$ cat config.mk
export PLATFORM = sky130hd
export DESIGN_NAME = scf_channel
export DESIGN_NICKNAME = d
export VERILOG_FILES = /design/src/design/scf_pkg.sv /design/src/design/scf_channel.sv
export SDC_FILE = /design/constraint.sdc
export NUM_CORES = 1
export LEC_CHECK = 0
export ABC_CLOCK_PERIOD_IN_PS = 3000
export BUFFER_PORTS_ARGS = -buffer_cell sky130_fd_sc_hd__clkbuf_2
export CAP_MARGIN = 40
export CORE_UTILIZATION = 25
export CTS_CLUSTER_DIAMETER = 120
export CTS_CLUSTER_SIZE = 40
export DETAILED_ROUTE_END_ITERATION = 7
export HOLD_SLACK_MARGIN = 0.1
export PLACE_DENSITY = 0.43
export SYNTH_ARGS = -nofsm -noshare
export SYNTH_HDL_FRONTEND = slang
export SYNTH_SLANG_ARGS = --single-unit
$ cat constraint.sdc
create_clock -name core_clk -period 3 [get_ports core_clk]
set_input_delay 0.6 -clock core_clk [delete_from_list [all_inputs] [get_ports core_clk]]
set_output_delay 0.6 -clock core_clk [all_outputs]
set_load 0.02 [all_outputs]
$ cat src/design/scf_pkg.sv
/*
 * Shared constants and types for the serial channel data path: register
 * indices, field positions, reset values, timing counts and carrier structs.
 * Assumes one 10 MHz system clock and an 8-bit register port indexed 0..15.
 */
package scf_pkg;
   // ==========================================================
   // Register indices
   localparam logic [3:0] IDX_STATUS = 4'h0;   // Main status (read)
   localparam logic [3:0] IDX_WR3 = 4'h3;      // Receive parameters (write)
   localparam logic [3:0] IDX_WR4 = 4'h4;      // Mode parameters (write, ext read)
   localparam logic [3:0] IDX_WR5 = 4'h5;      // Transmit parameters (write, ext read)
   localparam logic [3:0] IDX_SYNC = 4'h7;     // Sync character or feature register
   localparam logic [3:0] IDX_DATA = 4'h8;     // Transmit push / receive pop
   localparam logic [3:0] IDX_CMD = 4'h9;      // Command strobes (write)
   localparam logic [3:0] IDX_RD_WR3 = 4'h9;   // Receive parameter readback
   localparam logic [3:0] IDX_LINE = 4'ha;     // Line control (write)
   localparam logic [3:0] IDX_RD_LINE = 4'hb;  // Line control readback
   localparam logic [3:0] IDX_MISC = 4'he;     // Channel mode control (write)
   localparam logic [3:0] IDX_RD_FEAT = 4'he;  // Feature readback
   localparam logic [3:0] IDX_EXT = 4'hf;      // External interrupt control
   // ==========================================================
   // Field positions
   localparam int LC_ENC_LO = 5;        // Encoding field is bits 6:5
   localparam int LC_CRC_ONES = 7;      // CRC preset to all ones
   localparam int FT_AUTO_FLAG = 0;
   localparam int FT_AUTO_EOM = 1;
   localparam int FT_AUTO_RTS = 2;
   localparam int FT_RX_LEVEL = 3;
   localparam int FT_REQ_TIMING = 4;
   localparam int FT_TX_LEVEL = 5;
   localparam int FT_EXT_READ = 6;
   localparam int EXT_FEAT_SEL = 0;
   localparam int MC_ECHO = 0;
   localparam int MC_LOOP = 1;
   localparam int MC_BIPHASE_RX = 2;
   localparam int MC_TX_EN = 3;
   localparam int MC_RX_EN = 4;
   localparam int MC_DMA_TX_EN = 5;
   localparam int MC_DMA_RX_EN = 6;
   localparam int CMD_CHAN_RST = 0;
   localparam int CMD_EOM_CLR = 1;
   localparam int CMD_OVR_CLR = 2;
   localparam int ST_RX_AVAIL = 0;
   localparam int ST_TX_EMPTY = 2;
   localparam int ST_DCD = 3;
   localparam int ST_CTS = 5;
   localparam int ST_EOM = 6;
   localparam int ST_RX_OVR = 7;
   // ==========================================================
   // Reset values and fixed patterns
   localparam logic [7:0] FEAT_RST = 8'h20;
   localparam logic [7:0] FEAT_WMASK = 8'h7f;
   localparam logic [7:0] REG_RST = 8'h00;
   localparam logic [7:0] FLAG_BYTE = 8'h7e;
   localparam logic [15:0] CRC_POLY = 16'h1021;
   localparam logic [15:0] CRC_ONES = 16'hffff;
   localparam logic [15:0] CRC_ZERO = 16'h0000;
   localparam logic [2:0] TXF_DEPTH = 3'h4;
   localparam logic [3:0] RXF_DEPTH = 4'h8;
   localparam logic [3:0] RX_HALF = 4'h4;
   // ==========================================================
   // Timing
   localparam int CLK_PERIOD_NS = 100;
   localparam int BIT_TIME_NS = 1600;
   localparam logic [7:0] QTR_CYC = 8'(BIT_TIME_NS / (4 * CLK_PERIOD_NS));
   localparam logic [2:0] REQ_RELEASE_CLK = 3'h4;   // In system clock periods
   // ==========================================================
   // Types
   typedef enum logic [1:0] {
      ENC_NRZ = 2'b00,
      ENC_NRZI = 2'b01,
      ENC_FM1 = 2'b10,
      ENC_FM0 = 2'b11
   } scf_enc_e;
   typedef enum logic [1:0] {
      TX_IDLE = 2'b00,
      TX_FLAG = 2'b01,
      TX_DATA = 2'b10
   } scf_tx_e;
   typedef struct packed {
      logic [7:0] feat;    // fifo_feature_control
      logic [7:0] line;    // line_control_reg
      logic [7:0] ext;     // ext_interrupt_control_reg
      logic [7:0] sync;    // sync_character_reg
      logic [7:0] wr3;
      logic [7:0] wr4;
      logic [7:0] wr5;
      logic [7:0] misc;
   } scf_cfg_s;
endpackage : scf_pkg

$ cat src/design/scf_channel.sv
/*
 * Serial channel data path: line coding, echo and loopback, 4-byte transmit
 * FIFO, 8-byte receive FIFO, feature register and register port.
 * Assumes the far station is bit-aligned to the local bit-rate divider.
 */
`timescale 1ns/10ps
module scf_channel (
   input wire logic core_clk,
   input wire logic rst,
   input wire logic [3:0] reg_addr,
   input wire logic [7:0] reg_wdata,
   input wire logic reg_wr,
   input wire logic reg_rd,
   output logic [7:0] reg_rdata,
   input wire logic rxd,
   input wire logic cts_n,
   input wire logic dcd_n,
   output logic txd,
   output logic tx_buf_irq_req,
   output logic rx_avail_irq_req,
   output logic tx_dma_req,
   output logic rx_dma_req,
   output logic dtr_req
);
   // ==========================================================
   // Pin synchronisers
   logic [2:0] pin_s1_r;   // First stage, read only by second stage
   logic [2:0] pin_s2_r;   // {dcd_n, cts_n, rxd}
   logic rxd_s;
   logic cts_on;
   logic dcd_on;

   // Idle line levels are high, so preset both stages high
   always_ff @(posedge core_clk) begin
      if (rst) begin
         pin_s1_r <= 3'h7;
         pin_s2_r <= 3'h7;
      end else begin
         pin_s1_r <= {dcd_n, cts_n, rxd};
         pin_s2_r <= pin_s1_r;
      end
   end
   assign rxd_s = pin_s2_r[0];
   assign cts_on = ~pin_s2_r[1];
   assign dcd_on = ~pin_s2_r[2];

   // ==========================================================
   // Helper functions
   // One encoder step: at cell start or at mid-cell
   function automatic logic enc_step(input logic [1:0] enc, input logic lvl,
                                     input logic b, input logic mid);
      logic r;
      r = lvl;
      unique case (scf_pkg::scf_enc_e'(enc))
         scf_pkg::ENC_NRZ: r = mid ? lvl : b;
         scf_pkg::ENC_NRZI: r = (mid || b) ? lvl : ~lvl;
         scf_pkg::ENC_FM1: r = mid ? (lvl ^ b) : ~lvl;
         scf_pkg::ENC_FM0: r = mid ? (lvl ^ ~b) : ~lvl;
      endcase
      return r;
   endfunction : enc_step

   // CCITT CRC, one bit
   function automatic logic [15:0] crc_step(input logic [15:0] c, input logic b);
      logic fb;
      fb = c[15] ^ b;
      return {c[14:0], 1'b0} ^ (fb ? scf_pkg::CRC_POLY : scf_pkg::CRC_ZERO);
   endfunction : crc_step

   // ==========================================================
   // Configuration registers
   scf_pkg::scf_cfg_s cfg_r, cfg_nxt;
   logic [1:0] enc;        // Selected encoding
   logic chan_rst;         // Hardware or channel reset
   logic wr_data;
   logic rd_data;
   assign chan_rst = rst | (reg_wr && reg_addr == scf_pkg::IDX_CMD
                            && reg_wdata[scf_pkg::CMD_CHAN_RST]);
   assign enc = cfg_r.line[scf_pkg::LC_ENC_LO +: 2];
   assign wr_data = reg_wr && reg_addr == scf_pkg::IDX_DATA;
   assign rd_data = reg_rd && reg_addr == scf_pkg::IDX_DATA;

   // Register writes; index 7 steers by the select bit
   always_comb begin
      cfg_nxt = cfg_r;
      if (reg_wr) begin
         case (reg_addr)
            scf_pkg::IDX_WR3: cfg_nxt.wr3 = reg_wdata;
            scf_pkg::IDX_WR4: cfg_nxt.wr4 = reg_wdata;
            scf_pkg::IDX_WR5: cfg_nxt.wr5 = reg_wdata;
            scf_pkg::IDX_LINE: cfg_nxt.line = reg_wdata;
            scf_pkg::IDX_MISC: cfg_nxt.misc = reg_wdata;
            scf_pkg::IDX_EXT: cfg_nxt.ext = reg_wdata;
            scf_pkg::IDX_SYNC: begin
               if (cfg_r.ext[scf_pkg::EXT_FEAT_SEL]) begin
                  cfg_nxt.feat = reg_wdata & scf_pkg::FEAT_WMASK;
               end else begin
                  cfg_nxt.sync = reg_wdata;
               end
            end
            default: ;   // Other indices hold nothing here
         endcase
      end
   end

   // Feature register keeps its value until reset or rewrite
   always_ff @(posedge core_clk) begin
      if (chan_rst) begin
         cfg_r <= '{feat: scf_pkg::FEAT_RST, default: scf_pkg::REG_RST};
      end else begin
         cfg_r <= cfg_nxt;
      end
   end

   // ==========================================================
   // Bit-rate divider, free running so coding never stops
   logic [7:0] qtr_cnt_r, qtr_cnt_nxt;
   logic [1:0] phase_r, phase_nxt;
   logic tick;
   logic cell_start;
   logic cell_mid;
   logic samp1;
   logic samp3;
   assign tick = qtr_cnt_r == scf_pkg::QTR_CYC - 8'h01;
   assign cell_start = tick && phase_r == 2'h3;
   assign cell_mid = tick && phase_r == 2'h1;
   assign samp1 = tick && phase_r == 2'h0;
   assign samp3 = tick && phase_r == 2'h2;

   // Quarter-cell counter and phase
   always_comb begin
      qtr_cnt_nxt = tick ? 8'h00 : qtr_cnt_r + 8'h01;
      phase_nxt = tick ? phase_r + 2'h1 : phase_r;
   end

   always_ff @(posedge core_clk) begin
      if (rst) begin
         qtr_cnt_r <= 8'h00;
         phase_r <= 2'h0;
      end else begin
         qtr_cnt_r <= qtr_cnt_nxt;
         phase_r <= phase_nxt;
      end
   end

   // ==========================================================
   // Transmit FIFO, four bytes, always enabled
   logic [7:0] txf_mem [0:3];
   logic [1:0] txf_wp_r, txf_wp_nxt;
   logic [1:0] txf_rp_r, txf_rp_nxt;
   logic [2:0] txf_cnt_r, txf_cnt_nxt;
   logic txf_push;
   logic tx_pop;                          // From the transmitter
   assign txf_push = wr_data && txf_cnt_r != scf_pkg::TXF_DEPTH;

   // Pointers and count; a write to a full FIFO is dropped
   always_comb begin
      txf_wp_nxt = txf_push ? txf_wp_r + 2'h1 : txf_wp_r;
      txf_rp_nxt = tx_pop ? txf_rp_r + 2'h1 : txf_rp_r;
      txf_cnt_nxt = txf_cnt_r + {2'h0, txf_push} - {2'h0, tx_pop};
   end

   always_ff @(posedge core_clk) begin
      if (chan_rst) begin
         txf_wp_r <= 2'h0;
         txf_rp_r <= 2'h0;
         txf_cnt_r <= 3'h0;
      end else begin
         txf_wp_r <= txf_wp_nxt;
         txf_rp_r <= txf_rp_nxt;
         txf_cnt_r <= txf_cnt_nxt;
      end
      if (txf_push) begin
         txf_mem[txf_wp_r] <= reg_wdata;
      end
   end

   // ==========================================================
   // Transmitter and line encoder
   scf_pkg::scf_tx_e tx_st_r, tx_st_nxt;
   logic [7:0] tx_sh_r, tx_sh_nxt;
   logic [2:0] tx_bc_r, tx_bc_nxt;
   logic tx_bit_r, tx_bit_nxt;            // Bit in the current cell
   logic line_r, line_nxt;                // Encoded transmit level
   logic eom_r, eom_nxt;                  // Underrun / end-of-message latch
   logic [15:0] crc_r, crc_nxt;
   logic tx_ok;
   logic [15:0] crc_preset;
   logic load;
   logic eom_clr_cmd;
   // Echo and loopback ignore the clear-to-send enable
   assign tx_ok = cfg_r.misc[scf_pkg::MC_TX_EN] && (cts_on
                  || cfg_r.misc[scf_pkg::MC_ECHO] || cfg_r.misc[scf_pkg::MC_LOOP]);
   assign crc_preset = cfg_r.line[scf_pkg::LC_CRC_ONES] ? scf_pkg::CRC_ONES : scf_pkg::CRC_ZERO;
   assign eom_clr_cmd = reg_wr && reg_addr == scf_pkg::IDX_CMD
                        && reg_wdata[scf_pkg::CMD_EOM_CLR];

   // Bit sequencing at cell start, encoding at start and mid-cell
   always_comb begin
      tx_st_nxt = tx_st_r;
      tx_sh_nxt = tx_sh_r;
      tx_bc_nxt = tx_bc_r;
      tx_bit_nxt = tx_bit_r;
      line_nxt = line_r;
      eom_nxt = eom_r;
      crc_nxt = crc_r;
      tx_pop = 1'b0;
      load = 1'b0;
      if (eom_clr_cmd) begin
         eom_nxt = 1'b0;
         crc_nxt = crc_preset;
      end
      if (cell_start) begin
         if (tx_st_r == scf_pkg::TX_IDLE || tx_bc_r == 3'h7) begin
            if (txf_cnt_r != 3'h0 && tx_ok) begin
               load = 1'b1;
               if (tx_st_r == scf_pkg::TX_IDLE && cfg_r.feat[scf_pkg::FT_AUTO_FLAG]) begin
                  tx_st_nxt = scf_pkg::TX_FLAG;
                  tx_sh_nxt = scf_pkg::FLAG_BYTE;
               end else begin
                  tx_st_nxt = scf_pkg::TX_DATA;
                  tx_sh_nxt = txf_mem[txf_rp_r];
                  tx_pop = 1'b1;
                  if (cfg_r.feat[scf_pkg::FT_AUTO_EOM] && eom_r) begin
                     eom_nxt = 1'b0;
                     crc_nxt = crc_preset;
                  end
               end
               tx_bc_nxt = 3'h0;
            end else begin
               // Nothing to send: idle marks, flag a data underrun
               if (tx_st_r == scf_pkg::TX_DATA) begin
                  eom_nxt = 1'b1;
               end
               tx_st_nxt = scf_pkg::TX_IDLE;
            end
         end else begin
            tx_sh_nxt = {1'b0, tx_sh_r[7:1]};
            tx_bc_nxt = tx_bc_r + 3'h1;
         end
         tx_bit_nxt = (tx_st_nxt == scf_pkg::TX_IDLE) ? 1'b1 : tx_sh_nxt[0];
         if (tx_st_nxt == scf_pkg::TX_DATA) begin
            crc_nxt = crc_step(crc_nxt, tx_bit_nxt);
         end
         line_nxt = enc_step(enc, line_r, tx_bit_nxt, 1'b0);
      end else if (cell_mid) begin
         line_nxt = enc_step(enc, line_r, tx_bit_r, 1'b1);
      end
   end

   always_ff @(posedge core_clk) begin
      if (chan_rst) begin
         tx_st_r <= scf_pkg::TX_IDLE;
         tx_sh_r <= 8'h00;
         tx_bc_r <= 3'h0;
         tx_bit_r <= 1'b1;
         line_r <= 1'b1;
         eom_r <= 1'b0;
         crc_r <= scf_pkg::CRC_ZERO;
      end else begin
         tx_st_r <= tx_st_nxt;
         tx_sh_r <= tx_sh_nxt;
         tx_bc_r <= tx_bc_nxt;
         tx_bit_r <= tx_bit_nxt;
         line_r <= line_nxt;
         eom_r <= eom_nxt;
         crc_r <= crc_nxt;
      end
   end

   // Echo bypasses the transmitter; echoed data keeps its coding
   assign txd = cfg_r.misc[scf_pkg::MC_ECHO] ? rxd_s : line_r;

   // ==========================================================
   // Receiver and decoder
   logic rx_in;
   logic rx_ok;
   logic h1_r, h1_nxt;                   // First-half sample
   logic prev_r, prev_nxt;               // Previous cell's first half
   logic [7:0] rx_sh_r, rx_sh_nxt;
   logic [2:0] rx_bc_r, rx_bc_nxt;
   logic rx_bit;
   logic rx_push;
   logic [7:0] rx_byte;
   // Loopback takes the encoded line and ignores the pin and DCD
   assign rx_in = cfg_r.misc[scf_pkg::MC_LOOP] ? line_r : rxd_s;
   assign rx_ok = cfg_r.misc[scf_pkg::MC_RX_EN] && (dcd_on || cfg_r.misc[scf_pkg::MC_LOOP]);

   // Decode one cell from the quarter-one and quarter-three samples
   always_comb begin
      unique case (scf_pkg::scf_enc_e'(enc))
         scf_pkg::ENC_NRZ: rx_bit = cfg_r.misc[scf_pkg::MC_BIPHASE_RX] ? h1_r : rx_in;
         scf_pkg::ENC_NRZI: rx_bit = h1_r == prev_r;
         scf_pkg::ENC_FM1: rx_bit = h1_r != rx_in;
         scf_pkg::ENC_FM0: rx_bit = h1_r == rx_in;
      endcase
      h1_nxt = samp1 ? rx_in : h1_r;
      prev_nxt = samp3 ? h1_r : prev_r;
      rx_sh_nxt = rx_sh_r;
      rx_bc_nxt = rx_bc_r;
      rx_push = 1'b0;
      rx_byte = {rx_bit, rx_sh_r[7:1]};
      if (samp3 && rx_ok) begin
         rx_sh_nxt = rx_byte;
         rx_bc_nxt = rx_bc_r + 3'h1;
         rx_push = rx_bc_r == 3'h7;
      end
   end

   always_ff @(posedge core_clk) begin
      if (chan_rst) begin
         h1_r <= 1'b1;
         prev_r <= 1'b1;
         rx_sh_r <= 8'h00;
         rx_bc_r <= 3'h0;
      end else begin
         h1_r <= h1_nxt;
         prev_r <= prev_nxt;
         rx_sh_r <= rx_sh_nxt;
         rx_bc_r <= rx_bc_nxt;
      end
   end

   // ==========================================================
   // Receive FIFO, eight bytes, always enabled
   logic [7:0] rxf_mem [0:7];
   logic [2:0] rxf_wp_r, rxf_wp_nxt;
   logic [2:0] rxf_rp_r, rxf_rp_nxt;
   logic [3:0] rxf_cnt_r, rxf_cnt_nxt;
   logic ovr_r, ovr_nxt;
   logic rxf_wr;
   logic rxf_rd;
   logic blk_r, blk_nxt;                 // Request held off after a burst
   assign rxf_wr = rx_push && rxf_cnt_r != scf_pkg::RXF_DEPTH;
   assign rxf_rd = rd_data && rxf_cnt_r != 4'h0;

   // Overrun set wins over its clear command
   always_comb begin
      rxf_wp_nxt = rxf_wr ? rxf_wp_r + 3'h1 : rxf_wp_r;
      rxf_rp_nxt = rxf_rd ? rxf_rp_r + 3'h1 : rxf_rp_r;
      rxf_cnt_nxt = rxf_cnt_r + {3'h0, rxf_wr} - {3'h0, rxf_rd};
      ovr_nxt = ovr_r;
      if (reg_wr && reg_addr == scf_pkg::IDX_CMD && reg_wdata[scf_pkg::CMD_OVR_CLR]) begin
         ovr_nxt = 1'b0;
      end
      if (rx_push && !rxf_wr) begin
         ovr_nxt = 1'b1;
      end
      blk_nxt = blk_r;
      if (rxf_cnt_r > 4'h1) begin
         blk_nxt = 1'b1;
      end else if (rxf_cnt_r == 4'h0) begin
         blk_nxt = 1'b0;
      end
   end

   always_ff @(posedge core_clk) begin
      if (chan_rst) begin
         rxf_wp_r <= 3'h0;
         rxf_rp_r <= 3'h0;
         rxf_cnt_r <= 4'h0;
         ovr_r <= 1'b0;
         blk_r <= 1'b0;
      end else begin
         rxf_wp_r <= rxf_wp_nxt;
         rxf_rp_r <= rxf_rp_nxt;
         rxf_cnt_r <= rxf_cnt_nxt;
         ovr_r <= ovr_nxt;
         blk_r <= blk_nxt;
      end
      if (rxf_wr) begin
         rxf_mem[rxf_wp_r] <= rx_byte;
      end
   end

   // ==========================================================
   // Requests; software masks interrupts, these are levels
   logic tx_top_free;
   logic tx_req_lvl;
   logic [2:0] dtr_hold_r, dtr_hold_nxt;
   assign tx_top_free = txf_cnt_r != scf_pkg::TXF_DEPTH;
   assign tx_req_lvl = cfg_r.feat[scf_pkg::FT_TX_LEVEL] ? txf_cnt_r == 3'h0 : tx_top_free;
   assign tx_buf_irq_req = tx_req_lvl;
   assign tx_dma_req = cfg_r.misc[scf_pkg::MC_DMA_TX_EN] && tx_req_lvl;
   assign rx_avail_irq_req = cfg_r.feat[scf_pkg::FT_RX_LEVEL] ? rxf_cnt_r >= scf_pkg::RX_HALF
                             : rxf_cnt_r != 4'h0;
   assign rx_dma_req = cfg_r.misc[scf_pkg::MC_DMA_RX_EN] && rxf_cnt_r == 4'h1 && !blk_r;
   // Terminal-ready request lingers four clocks unless timing bit set
   assign dtr_req = tx_dma_req || (!cfg_r.feat[scf_pkg::FT_REQ_TIMING]
                    && dtr_hold_r != 3'h0);

   // Release counter reloads while the request stands
   always_comb begin
      if (tx_dma_req) begin
         dtr_hold_nxt = scf_pkg::REQ_RELEASE_CLK;
      end else if (dtr_hold_r != 3'h0) begin
         dtr_hold_nxt = dtr_hold_r - 3'h1;
      end else begin
         dtr_hold_nxt = 3'h0;
      end
   end

   always_ff @(posedge core_clk) begin
      if (chan_rst) begin
         dtr_hold_r <= 3'h0;
      end else begin
         dtr_hold_r <= dtr_hold_nxt;
      end
   end

   // ==========================================================
   // Read port: data in the cycle after the strobe
   logic [7:0] rdata_r, rdata_nxt;
   logic [7:0] status;
   logic ext_rd;
   assign ext_rd = cfg_r.feat[scf_pkg::FT_EXT_READ];
   always_comb begin
      status = 8'h00;
      status[scf_pkg::ST_RX_AVAIL] = rxf_cnt_r != 4'h0;
      status[scf_pkg::ST_TX_EMPTY] = tx_top_free;
      status[scf_pkg::ST_DCD] = dcd_on;
      status[scf_pkg::ST_CTS] = cts_on;
      status[scf_pkg::ST_EOM] = eom_r;
      status[scf_pkg::ST_RX_OVR] = ovr_r;
   end

   // Extended read indices return write-side registers
   always_comb begin
      rdata_nxt = 8'h00;
      if (reg_rd) begin
         case (reg_addr)
            scf_pkg::IDX_STATUS: rdata_nxt = status;
            scf_pkg::IDX_DATA: rdata_nxt = rxf_cnt_r != 4'h0 ? rxf_mem[rxf_rp_r] : 8'h00;
            scf_pkg::IDX_EXT: rdata_nxt = cfg_r.ext;
            scf_pkg::IDX_RD_WR3: rdata_nxt = ext_rd ? cfg_r.wr3 : 8'h00;
            scf_pkg::IDX_WR4: rdata_nxt = ext_rd ? cfg_r.wr4 : 8'h00;
            scf_pkg::IDX_WR5: rdata_nxt = ext_rd ? cfg_r.wr5 : 8'h00;
            scf_pkg::IDX_RD_FEAT: rdata_nxt = ext_rd ? cfg_r.feat : 8'h00;
            scf_pkg::IDX_RD_LINE: rdata_nxt = ext_rd ? cfg_r.line : 8'h00;
            default: rdata_nxt = 8'h00;
         endcase
      end
   end

   always_ff @(posedge core_clk) begin
      if (rst) begin
         rdata_r <= 8'h00;
      end else begin
         rdata_r <= rdata_nxt;
      end
   end
   assign reg_rdata = rdata_r;
endmodule : scf_channel

==> results of run 1 <==
==> path summary, 6_finish.rpt <==
path | start | endpoint | slack, ns | depth (start not counted)
max | txf_cnt_r[1] | dtr_req | 0.31 | 6
min | rxd | pin_s1_r[0] | 0.33 | 2
max reg2reg | rxf_cnt_r[2] | rxf_cnt_r[2] | 0.37 | 13
min reg2reg | pin_s1_r[1] | pin_s2_r[1] | 0.40 | 1
==> placed cells by master (no fill, tap or decap), types with 4 or more instances in the layout <==
master / Yosys / routed
sky130_fd_sc_hd__a31oi_1: 5 / 5
sky130_fd_sc_hd__nand4_1: 4 / 4
sky130_fd_sc_hd__nor3b_1: 4 / 4
sky130_fd_sc_hd__mux2i_1: 45 / 45
sky130_fd_sc_hd__nand2_1: 65 / 65
sky130_fd_sc_hd__nor2_1: 94 / 94
sky130_fd_sc_hd__clkbuf_2: 0 / 32
sky130_fd_sc_hd__nand3_1: 36 / 36
sky130_fd_sc_hd__or2_2: 7 / 7
sky130_fd_sc_hd__dfxtp_1: 133 / 133
sky130_fd_sc_hd__a21oi_1: 51 / 51
sky130_fd_sc_hd__xor2_1: 10 / 10
sky130_fd_sc_hd__buf_4: 1 / 35
sky130_fd_sc_hd__edfxtp_1: 96 / 96
sky130_fd_sc_hd__clkbuf_16: 0 / 11
sky130_fd_sc_hd__inv_1: 24 / 24
sky130_fd_sc_hd__ha_1: 27 / 27
sky130_fd_sc_hd__xnor2_1: 11 / 11
sky130_fd_sc_hd__mux2_2: 11 / 11
sky130_fd_sc_hd__a222oi_1: 12 / 12
sky130_fd_sc_hd__mux4_2: 10 / 10
sky130_fd_sc_hd__nor4_1: 4 / 4
sky130_fd_sc_hd__and2_1: 10 / 10
sky130_fd_sc_hd__o21ai_1: 7 / 7
sky130_fd_sc_hd__mux4_1: 14 / 14
sky130_fd_sc_hd__a22oi_1: 11 / 11
sky130_fd_sc_hd__and3_1: 4 / 4
==> stage by stage <==
stage / hold slack (ns) / instances / worst slack, ns / total power, mW / cell area (um^2)
after floorplan: 0.389 / 813 / 0.381 / 3.46 / 9700
after global placement: 0.393 / 1341 / 0.420 / 3.56 / 10600
after detailed placement: 0.395 / 1341 / 0.387 / 3.57 / 10600
after CTS: 0.322 / 1357 / 0.226 / 5.35 / 10900
after global routing: 0.321 / 1357 / 0.117 / 5.46 / 10900
final: 0.325 / 1357 / 0.307 / 5.28 / 10900
==> power groups by stage <==
stage | Sequential [mW] | Clock [mW] | Combinational, mW
4_1_cts | 3.27 | 1.86 | 0.229
3_3_place_gp | 3.34 | 0 | 0.228
3_5_place_dp | 3.34 | 0 | 0.229
2_1_floorplan | 3.33 | 0 | 0.129
6_report | 3.27 | 1.78 | 0.224
5_1_grt | 3.27 | 1.94 | 0.248
==> state kept, by name (all words and copies together) (netlist names), 3 cells and up, named ones only <==
name	cells
qtr_cnt_r	8
rxf_rp_r	3
rx_bc_r	3
rxf_wp_r	3
tx_bc_r	3
reg_rdata	8
dtr_hold_r	3
pin_s2_r	3
cfg_r	54
rxf_cnt_r	4
pin_s1_r	3
txf_mem	32
txf_cnt_r	3
tx_sh_r	8
rxf_mem	64
rx_sh_r	7
==> cells by family after synthesis <==
| kind of cell | share of synthesized area |
|---|---|
| adders and majority gates | 0.0389 |
| DFF | 0.572 |
| xor gates and xnor gates | 0.0190 |
| buffers and inverters | 0.0355 |
| AOI/OAI and AO/OA | 0.0801 |
| and+or+nand+nor | 0.134 |
| muxes | 0.121 |
==> routing by layer <==
| metal | part of all wire | wire length, um |
|---|---|---|
| met5 | 0 | 0 |
| met4 | 0.011 | 257 |
| met3 | 0.034 | 822 |
| met2 | 0.47 | 11400 |
| met1 | 0.48 | 11700 |
==> critical path, delay by kind of cell, from the launching register on <==
family / cells / cell delay, ns
flops: 1 / 0.37
simple gates: 2 / 0.45
compound gates: 1 / 0.18
mux: 1 / 0.24
buf+inv: 2 / 0.36
==> final cells by class <==
cell class / count / area share
clock inverter: 4 / 0.00516
tap: 511 / 0.0586
inverter: 24 / 0.00826
sequential: 229 / 0.509
timing repair buffer: 69 / 0.0425
multi-input combinational: 508 / 0.351
clock buffer: 12 / 0.0256
==> summary.txt, run 1 <==
Layout
  • Share of post-route cells with drive strength above 1: 0.150
  • Layout fillers: 3955
  • Area grow syn2layout: 12.4%
  • Sequential cell area: 0.00555 mm^2
  • Final layout net count: 890
  • Count of inserted antenna diode cells: 0
  • Area of combinational cells with multiple inputs: 0.00383 mm^2
  • Final core utilization: 0.287

Global routing
  • Largest net degree at the start of global routing: 42
  • First-pass GRT wire length: 37.3 mm
  • Global routing usage on met3: 0.0148
  • Initial antenna violation count: 0
  • Global routing usage on met2: 0.204
  • Total track usage: 0.125
  • Busiest grt layer: met2
  • Remaining global-route overflow: 0
  • Met1 Track Usage GR: 0.176
  • Via count of the first global-routing pass: 5935

Synthesis
  • Yosys warns: 0
  • Area share of the leading cell type in the synthesized netlist: 0.297
  • Seq/Total Area, Yosys: 0.572
  • Share of synthesized flip-flops with an asynchronous set or reset: 0
  • Count of flip-flops with a built-in enable after synthesis: 96
  • Biggest area contributors in the synthesized netlist: sky130_fd_sc_hd__edfxtp_1 (30%), sky130_fd_sc_hd__dfxtp_1 (27%), sky130_fd_sc_hd__mux2i_1 (4.6%), sky130_fd_sc_hd__mux4_1 (3.8%), sky130_fd_sc_hd__nor2_1 (3.6%)
  • Synth unique cells: 68
  • Leading area contributor after synthesis: sky130_fd_sc_hd__edfxtp_1
  • Area of the mapped netlist: 0.00970 mm^2
  • Most frequent cells after synthesis: sky130_fd_sc_hd__dfxtp_1 (133), sky130_fd_sc_hd__edfxtp_1 (96), sky130_fd_sc_hd__nor2_1 (94)
  • Post-synth top flop: sky130_fd_sc_hd__dfxtp_1
  • Most frequently used cell type in the post-synthesis netlist: sky130_fd_sc_hd__dfxtp_1
  • Synthesized area per cell: 11.9 um^2
  • Net Count, Synth: 861
  • FF+latch count, synth: 229
  • Gate count after technology mapping: 813

Floorplan
  • Die ar.: 0.0396 mm^2
  • Die Span X: 199 um
  • Total core area: 0.0379 mm^2
  • Ports: 33
  • Floorplan row count: 71
  • Vertical die dimension: 199 um
  • Starting density of the core: 0.256

Timing
  • Clock Skew: 0.0281 ns
  • Max-slew headroom: 0.556
  • Transition at the pin with the smallest max-transition slack: 0.666 ns
  • Total negative slack: 0 ns
  • Tcrit/Tclk final: 0.898
  • Max Clock Freq: 371 MHz
  • Number of endpoints with negative hold slack in the final report: 0
  • Post-layout minimum cycle time: 2.69 ns
  • Setup repair after global routing missed its margin: no
  • Setup violations, final: 0
  • Number of pins exceeding their max-slew limit in the final report: 0

Clock tree
  • Clock tree root driver cell: sky130_fd_sc_hd__clkbuf_16
  • TritonCTS Sinks: 229
  • Resized Gates After CTS: 0
  • Worst-skew pair later-pin latency: 0.50 ns
  • TritonCTS clock tree: done
  • TritonCTS buffer count: 10
  • CTS H-tree lvls: 1
  • Setup fix buffers added after clock tree synthesis: 0
  • Clk buf depth: 3
  • Hold buffer count at CTS: 0
  • Clock slew seen by the registers of the worst setup and hold paths: 0.14 ns

Routing
  • Detail-routed via count per cell: 4.53
  • Number of detailed-route iterations in the first pass: 4
  • Initial DRC Count: 445
  • Routed wire length per instance: 17.8 um
  • Detailed-route via count: 6145
  • Post-route ant nets: 0
  • Wire length after detailed routing: 24.1 mm
  • Drt drc: 0

Worst setup path
  • Critical path arrival: 2.09 ns
  • Worst Setup Start Kind: flip-flop
  • Required time at the endpoint of the critical path: 2.40 ns
  • Critical Path, Cell by Cell: nor2_1 -> mux2i_1 -> buf_4 -> and2_1 -> o21bai_1 -> clkbuf_2
  • Maximum net fanout on the critical path: 5
  • Slowest cell on crit path: sky130_fd_sc_hd__dfxtp_1
  • Type of the worst setup path: flip-flop to output port
  • Kind of capture point of the worst setup path: output port
  • Biggest cell delay along the critical path: 0.37 ns

Status
  • Outcome: finished clean

Placed design
  • RePlAce Congestion: 0.736
  • Count of input and output buffers: 32
  • Estimated wirelength of the detail-placed design: 16.3 mm

Min path
  • Worst Hold Class: primary input to flip-flop

Flow run
  • Maximum capacitance violations: 0

Power and ir drop
  • Worst IR Drop VDD: 0.000331 V
  • Sw power: 1.23 mW
  • Pwr/cell area: 484 mW/mm^2
  • Share of total power in sequential cells: 0.619
  • Combinational Power Share: 0.042
  • LEAKAGE: 3.84 nW
  • Clk network pwr share: 0.338
  • Cell-internal power: 4.04 mW
  • Switching share of total power: 0.233
Note: power is estimated with default switching activity, not from simulation.
==> inputs of run 2 (changes only) <==
- CORE_UTILIZATION: 25 -> 35
- PLACE_DENSITY: 0.43 -> 0.54
==> run 2 against run 1 <==
Compared with the run above:
- hold slack worse by 0.0030 ns
- sequential power hardly changed
- via count is 1.8% lower
- final cell count is 11% lower
- core utilization increased by 10 points
- flip-flop and latch count unchanged
- worst setup slack got worse by 0.0021 ns
- clock skew decreased by 0.0075 ns
==> summary.txt, run 2 (synthesis gave the netlist of run 1 again) <==
Global routing
  • Total track usage: 0.153 (+0.0287)
  • Largest net degree at the start of global routing: 54 (+29%)
  • First-pass GRT wire length: 33.8 mm (-9.3%)
  • Remaining global-route overflow: 0 (unchanged)
  • Via count of the first global-routing pass: 5851 (-1.4%)
  • Initial antenna violation count: 0 (unchanged)

Routing
  • Post-route ant nets: 0 (unchanged)
  • Number of detailed-route iterations in the first pass: 7 (+3)
  • Initial DRC Count: 427 (-4.0%)
  • Routed wire length per instance: 17.7 um (-0.78%)
  • Detailed-route via count: 6035 (-1.8%)
  • Wire length after detailed routing: 21.4 mm (-11%)
  • Drt drc: 0 (unchanged)
  • Detail-routed via count per cell: 4.97 (+9.8%)

Timing
  • Clock Skew: 0.0206 ns (-0.00748 ns)
  • Max-slew headroom: 0.518 (-0.0371)
  • Setup violations, final: 0 (unchanged)
  • Max Clock Freq: 371 MHz (about the same)
  • Setup repair after global routing missed its margin: no
  • Total negative slack: 0 ns (unchanged)
  • Number of pins exceeding their max-slew limit in the final report: 0 (unchanged)
  • Transition at the pin with the smallest max-transition slack: 0.721 ns (+0.0553 ns)
  • Number of endpoints with negative hold slack in the final report: 0 (unchanged)
  • Tcrit/Tclk final: 0.898 (about the same)
  • Post-layout minimum cycle time: 2.70 ns (+0.00208 ns)

Placed design
  • RePlAce Congestion: 0.773 (+5.1%)
  • Count of input and output buffers: 32 (unchanged)
  • Estimated wirelength of the detail-placed design: 14.6 mm (-10%)
  • Number of placed instances, taps included: 1201 (-10%)

Floorplan
  • Floorplan row count: 60 (-15%)
  • Die Span X: 169 um (-15%)
  • Die ar.: 0.0284 mm^2 (-28%)
  • Total core area: 0.0271 mm^2 (-29%)
  • Starting density of the core: 0.358 (+0.102)
  • Ports: 33 (unchanged)
  • Vertical die dimension: 169 um (-15%)

Layout
  • Share of post-route cells with drive strength above 1: 0.145 (-0.00523)
  • Layout fillers: 2612 (-34%)
  • Registers with the most flip-flops: rxf_mem: 64 flops, cfg_r: 54 flops, txf_mem: 32 flops
  • Count of inserted antenna diode cells: 0 (unchanged)
  • Final cell count without fillers: 1214 (-11%)
  • Most common cell after layout, fill and taps aside: sky130_fd_sc_hd__dfxtp_1
  • Largest register by flop count: rxf_mem
  • Area of combinational cells with multiple inputs: 0.00383 mm^2 (unchanged)
  • Commonest cells after routing, fill and taps aside: sky130_fd_sc_hd__dfxtp_1 (133), sky130_fd_sc_hd__edfxtp_1 (96), sky130_fd_sc_hd__nor2_1 (94), sky130_fd_sc_hd__nand2_1 (65), sky130_fd_sc_hd__a21oi_1 (51)
  • Area grow syn2layout: 9.57%
  • Sequential cell area: 0.00555 mm^2 (unchanged)
  • Number of flip-flops under the largest register name: 64 (unchanged)
  • Final layout net count: 888 (-0.22%)

Power and ir drop
  • Share of total power in sequential cells: 0.646 (+0.027)
  • Pwr/cell area: 476 mW/mm^2 (-1.7%)
  • Combinational Power Share: 0.042 (about the same)
  • Cell-internal power: 3.97 mW (-1.8%)
  • Switching share of total power: 0.215 (-0.0187)
  • Clk network pwr share: 0.312 (-0.026)
  • Sw power: 1.09 mW (-12%)
  • Worst IR Drop VDD: 0.000464 V (+40%)
  • LEAKAGE: 3.79 nW (-1.2%)

Clock tree
  • TritonCTS Sinks: 229 (unchanged)
  • TritonCTS buffer count: 9 (-1)
  • Hold buffer count at CTS: 0 (unchanged)
  • CTS H-tree lvls: 1 (unchanged)
  • Clock slew seen by the registers of the worst setup and hold paths: 0.14 ns (about the same)
  • TritonCTS clock tree: done
  • Clock tree root driver cell: sky130_fd_sc_hd__clkbuf_16
  • Clk buf depth: 3 (unchanged)
  • Setup fix buffers added after clock tree synthesis: 0 (unchanged)
  • Resized Gates After CTS: 0 (unchanged)
  • Worst-skew pair later-pin latency: 0.48 ns (-0.02 ns)

Worst setup path
  • R2R setup slack: 0.37 ns (about the same)
  • Kind of capture point of the worst setup path: output port
  • Maximum net fanout on the critical path: 5 (unchanged)
  • Worst Reg2Reg Path Length in Cells: 9 (-4)
  • Critical path arrival: 2.10 ns (about the same)
  • Type of the worst setup path: flip-flop to output port
  • Required time at the endpoint of the critical path: 2.40 ns (about the same)
  • R2R Path End: txf_cnt_r[1]
  • Worst Setup Start Kind: flip-flop
  • FF-to-FF Start: qtr_cnt_r[0]

Min path
  • Min-Delay Endpoint: pin_s1_r[0]
  • Worst Hold Class: primary input to flip-flop
  • Hold Path Origin: rxd
  • Count of cells along the worst hold path: 2 (unchanged)

Status
  • Outcome: finished clean

Flow run
  • Maximum capacitance violations: 0 (unchanged)
run 2: how the worst max path moves through the flow:
| stage | startpoint | end | slack [ns] |
|---|---|---|---|
| floorplan | reg_addr[3] | txf_cnt_r[2] | 0.38 |
| global placement | reg_addr[3] | txf_cnt_r[2] | 0.40 |
| detailed placement | reg_addr[3] | txf_cnt_r[2] | 0.37 |
| CTS | txf_cnt_r[1] | dtr_req | 0.26 |
| global route | txf_cnt_r[1] | dtr_req | 0.12 |
| finish | txf_cnt_r[1] | dtr_req | 0.30 |
run 2: worst max-delay path, cell delays in order, from the launching register on:
cell and delay, ns:
sky130_fd_sc_hd__dfxtp_1 0.37, sky130_fd_sc_hd__nor2_1 0.16, sky130_fd_sc_hd__mux2i_1 0.40, sky130_fd_sc_hd__and2_1 0.35
sky130_fd_sc_hd__o21bai_1 0.15, sky130_fd_sc_hd__clkbuf_2 0.19
run 2: area by class of cell:
cell class,instances,share of cell area
clock buffers,11,0.0219
clock inverters,2,0.00365
inverters,24,0.00847
multi-input cells,508,0.360
flip-flops and latches,229,0.522
well taps,372,0.0438
repair buffers,68,0.0405
run 2: per-stage QoR:
| stage | area (um^2) | setup WS [ns] | util | hold WS [ns] | power [mW] |
|---|---|---|---|---|---|
| after global placement | 10400 | 0.402 | 0.382 | 0.400 | 3.55 |
| final | 10600 | 0.305 | 0.392 | 0.322 | 5.06 |
| after floorplan | 9700 | 0.381 | - | 0.389 | 3.46 |
| after detailed placement | 10400 | 0.365 | 0.382 | 0.396 | 3.55 |
| after CTS | 10600 | 0.255 | 0.392 | 0.319 | 5.11 |
| after global routing | 10600 | 0.118 | 0.392 | 0.313 | 5.23 |
run 2: power groups by stage:
stage	Clock (mW)	Combinational [mW]	Sequential, mW
final	1.58	0.213	3.27
after global routing	1.72	0.236	3.27
after CTS	1.63	0.215	3.27
after detailed placement	0	0.215	3.34
after global placement	0	0.214	3.34
after floorplan	0	0.129	3.33
run 2: metal layers:
layer  routed length, um  up-vias  GRT usage
li1                    -     2990          -
met1               10400     2940      0.218
met2               10200       94      0.256
met3                 720       11     0.0178
met4                 136        0     0.0217
met5                   0        -          0
==> inputs of run 3 (changes only) <==
- ABC_AREA: not set -> 1
- CAP_MARGIN: 40 -> 20
==> run 3 against run 2 <==
Compared with the run above:
- sequential share of layout area is 0.98 points lower
- clock skew is 0.0030 ns lower
- sequential power hardly changed
- core utilization is 0.53 points higher
- largest cell class unchanged
- register-to-register slack better by 0.05 ns
- total power is 0.60% lower
- first-iteration DRC count is 16% higher
- via count is 20% higher
- largest power group unchanged
- clock power is 3% lower
- synthesized cell count is 33% higher
- maximum frequency is 4.6% higher
==> summary.txt, run 3 <==
Clock tree
  • TritonCTS clock tree: done
  • Worst-skew pair later-pin latency: 0.49 ns (about the same)
  • Clock tree root driver cell: sky130_fd_sc_hd__clkbuf_16
  • Hold buffer count at CTS: 0 (unchanged)
  • Clock slew seen by the registers of the worst setup and hold paths: 0.15 ns (about the same)
  • CTS H-tree lvls: 1 (unchanged)
  • Clk buf depth: 3 (unchanged)
  • TritonCTS buffer count: 9 (unchanged)
  • Setup fix buffers added after clock tree synthesis: 0 (unchanged)
  • TritonCTS Sinks: 229 (unchanged)
  • Resized Gates After CTS: 0 (unchanged)

Worst setup path
  • Kind of capture point of the worst setup path: flip-flop
  • Critical Path, Cell by Cell: ha_1 -> ha_1 -> inv_1 -> o21ai_2 -> inv_1 -> nor2_4 -> nand2_1 -> nor2_4 -> ha_1 -> inv_1 -> ha_1 -> fa_1 -> or2_2 -> a21oi_1
  • R2R Path End: txf_cnt_r[2]
  • Worst Setup Start Kind: flip-flop
  • FF-to-FF Start: tx_bc_r[0]
  • Critical path arrival: 3.02 ns (+0.92 ns)
  • Cell family with most CP delay: adder cells
  • Maximum net fanout on the critical path: 9 (+4)
  • Worst path buffer plus inverter count: 3 (+2)
  • Slowest cell on crit path: sky130_fd_sc_hd__fa_1
  • Most common cell on crit path: sky130_fd_sc_hd__ha_1
  • Biggest cell delay along the critical path: 0.37 ns (-0.03 ns)
  • Type of the worst setup path: flip-flop to flip-flop
  • Required time at the endpoint of the critical path: 3.44 ns (+1.04 ns)
  • Worst Reg2Reg Path Length in Cells: 14 (+5)
  • R2R setup slack: 0.42 ns (+0.05 ns)

Timing
  • Setup repair after global routing missed its margin: no
  • Clock Skew: 0.0176 ns (-0.00299 ns)
  • Setup violations, final: 0 (unchanged)
  • Worst Slack Setup Final: 0.424 ns (+0.119 ns)
  • Max Clock Freq: 388 MHz (+4.6%)
  • Post-layout minimum cycle time: 2.58 ns (-0.119 ns)
  • Transition at the pin with the smallest max-transition slack: 0.751 ns (+0.0293 ns)
  • Number of endpoints with negative hold slack in the final report: 0 (unchanged)
  • Number of pins exceeding their max-slew limit in the final report: 0 (unchanged)
  • Tcrit/Tclk final: 0.859 (-0.0397)
  • Max-slew headroom: 0.499 (-0.0195)
  • Total negative slack: 0 ns (unchanged)

Synthesis
  • Area share of the leading cell type in the synthesized netlist: 0.294 (-0.00360)
  • Post-synth top flop: sky130_fd_sc_hd__dfxtp_1
  • Leading area contributor after synthesis: sky130_fd_sc_hd__edfxtp_1
  • Net Count, Synth: 1131 (+31%)
  • Most frequent cells after synthesis: sky130_fd_sc_hd__nand2_1 (148), sky130_fd_sc_hd__nor2_1 (146), sky130_fd_sc_hd__dfxtp_1 (133)
  • FF+latch count, synth: 229 (unchanged)
  • Gate count after technology mapping: 1083 (+33%)
  • Synthesized area per cell: 9.07 um^2 (-24%)
  • Seq/Total Area, Yosys: 0.565 (-0.00692)
  • Most frequently used cell type in the post-synthesis netlist: sky130_fd_sc_hd__nand2_1
  • Area of the mapped netlist: 0.00982 mm^2 (+1.2%)
  • Count of flip-flops with a built-in enable after synthesis: 96 (unchanged)
  • Yosys warns: 0 (unchanged)
  • Share of synthesized flip-flops with an asynchronous set or reset: 0 (unchanged)
  • Synth unique cells: 51 (-25%)
  • Biggest area contributors in the synthesized netlist: sky130_fd_sc_hd__edfxtp_1 (29%), sky130_fd_sc_hd__dfxtp_1 (27%), sky130_fd_sc_hd__nand2_1 (5.7%), sky130_fd_sc_hd__nor2_1 (5.6%), sky130_fd_sc_hd__a21oi_1 (5.2%)

Status
  • Outcome: finished clean

Power and ir drop
  • Pwr/cell area: 464 mW/mm^2 (-2.5%)
  • Worst IR Drop VDD: 0.000328 V (-29%)
  • LEAKAGE: 4.26 nW (+12%)

Layout
  • Registers with the most flip-flops: rxf_mem: 64 flops, cfg_r: 54 flops, txf_mem: 32 flops
  • Number of flip-flops under the largest register name: 64 (unchanged)
  • Largest register by flop count: rxf_mem
  • Most common cell after layout, fill and taps aside: sky130_fd_sc_hd__nand2_1
  • Layout fillers: 2775 (+6.2%)
  • Share of post-route cells with drive strength above 1: 0.104 (-0.0413)
  • Commonest cells after routing, fill and taps aside: sky130_fd_sc_hd__nand2_1 (148), sky130_fd_sc_hd__nor2_1 (146), sky130_fd_sc_hd__dfxtp_1 (133), sky130_fd_sc_hd__inv_1 (119), sky130_fd_sc_hd__a21oi_1 (102)
  • Count of inserted antenna diode cells: 0 (unchanged)
  • Final layout net count: 1175 (+32%)
  • Area grow syn2layout: 10.3%

Placed design
  • Count of input and output buffers: 32 (unchanged)
  • Worst setup slack after placement: 0.0914 ns (-0.274 ns)
  • RePlAce Congestion: 0.829 (+7.2%)
  • Estimated wirelength of the detail-placed design: 16.7 mm (+14%)

Floorplan
  • Die Span X: 170 um (+0.61%)
  • Floorplan row count: 60 (unchanged)
  • Total core area: 0.0273 mm^2 (+0.55%)
  • Starting density of the core: 0.360 (+0.00239)
  • Die ar.: 0.0287 mm^2 (+1.2%)
  • Ports: 33 (unchanged)
  • Vertical die dimension: 170 um (+0.61%)

Routing
  • Number of detailed-route iterations in the first pass: 4 (-3)
  • Initial DRC Count: 494 (+16%)
  • Detail-routed via count per cell: 4.82 (-3.0%)
  • Post-route ant nets: 0 (unchanged)
  • Drt drc: 0 (unchanged)
  • Routed wire length per instance: 15.9 um (-10%)
  • Wire length after detailed routing: 23.8 mm (+11%)
  • Detailed-route via count: 7239 (+20%)

Global routing
  • First-pass GRT wire length: 37.6 mm (+11%)
  • Total track usage: 0.168 (+0.0153)
  • Initial antenna violation count: 0 (unchanged)
  • Via count of the first global-routing pass: 6748 (+15%)
  • Remaining global-route overflow: 0 (unchanged)
  • Largest net degree at the start of global routing: 42 (-22%)

Min path
  • Count of cells along the worst hold path: 2 (unchanged)
  • Min-Delay Endpoint: pin_s1_r[0]
  • Hold Path Origin: rxd
  • Worst Hold Class: primary input to flip-flop

Flow run
  • Maximum capacitance violations: 0 (unchanged)
## run 3: cell types whose count changed in the layout (fill, tap and decap cells not counted), moves of 17 or more
cell,delta
sky130_fd_sc_hd__o21ai_0,+92
sky130_fd_sc_hd__inv_1,+95
sky130_fd_sc_hd__nand3_1,+24
sky130_fd_sc_hd__nor2_1,+52
sky130_fd_sc_hd__mux2i_1,-45
sky130_fd_sc_hd__nand2_1,+83
sky130_fd_sc_hd__o211ai_1,+17
sky130_fd_sc_hd__a21oi_1,+51
## run 3: layout make-up
| cell class | instances | area [um^2] | share of cell area |
|---|---|---|---|
| inverter | 125 | 469 | 0.0433 |
| sequential | 229 | 5550 | 0.512 |
| multi-input combinational | 693 | 3640 | 0.336 |
| clock buffer | 12 | 236 | 0.0218 |
| tap | 372 | 465 | 0.0430 |
| clock inverter | 1 | 16.3 | 0.00150 |
| timing repair buffer | 69 | 463 | 0.0427 |
## run 3: report_power, final
| group | internal (mW) | total, mW | switching (mW) |
|---|---|---|---|
| logic | 0.0658 | 0.227 | 0.161 |
| clock network | 0.574 | 1.53 | 0.956 |
| registers | 3.25 | 3.27 | 0.0164 |
## run 3: routing by layer
layer  track usage  vias to the layer above  wire length, um
met2         0.283                       74            11200
li1              -                     3711                -
met1         0.237                     3439            11800
met3        0.0161                       15              577
met4        0.0306                        0              259
met5             0                        -                0
## run 3: stage by stage
stage | std cells | total power, mW | utilization | instance area, um^2 | hold slack (ns)
CTS | 1501 | 5.08 | 0.398 | 10800 | 0.275
global placement | 1488 | 3.57 | 0.388 | 10600 | 0.398
finish | 1501 | 5.03 | 0.398 | 10800 | 0.289
detailed placement | 1488 | 3.57 | 0.388 | 10600 | 0.394
floorplan | 1083 | 3.47 | - | 9820 | 0.389
global route | 1501 | 5.20 | 0.398 | 10800 | 0.268
## run 3: worst max path at each step
stage	startpoint	endpoint	slack, ns	cells after the start
final	tx_bc_r[0]	txf_cnt_r[2]	0.42	14
after global routing	tx_bc_r[0]	txf_cnt_r[2]	0.18	14
after CTS	txf_cnt_r[1]	dtr_req	0.39	5
after detailed placement	reg_addr[2]	txf_cnt_r[2]	0.09	12
after global placement	reg_addr[2]	txf_cnt_r[2]	0.16	12
after floorplan	reg_addr[1]	txf_cnt_r[2]	0.40	10
## run 3: cell families after synthesis
kind of cell	count (synthesis)	synth area share
AND/OR/NAND/NOR	411	0.185
buffers and inverters	161	0.0648
AO/OA/AOI/OAI	247	0.141
adder cells (fa/ha/maj)	29	0.0385
XOR/XNOR	5	0.00446
multiplexers	1	0.00115
flip-flops	229	0.565
## run 3: worst register-to-register path, stage by stage (launching register included)
cell and delay, ns:
sky130_fd_sc_hd__dfxtp_1 0.35, sky130_fd_sc_hd__ha_1 0.20, sky130_fd_sc_hd__ha_1 0.19, sky130_fd_sc_hd__inv_1 0.10, sky130_fd_sc_hd__o21ai_2 0.09, sky130_fd_sc_hd__inv_1 0.11, sky130_fd_sc_hd__nor2_4 0.07, sky130_fd_sc_hd__nand2_1 0.11
sky130_fd_sc_hd__nor2_4 0.05, sky130_fd_sc_hd__ha_1 0.26, sky130_fd_sc_hd__inv_1 0.03, sky130_fd_sc_hd__ha_1 0.18, sky130_fd_sc_hd__fa_1 0.37, sky130_fd_sc_hd__or2_2 0.30, sky130_fd_sc_hd__a21oi_1 0.13
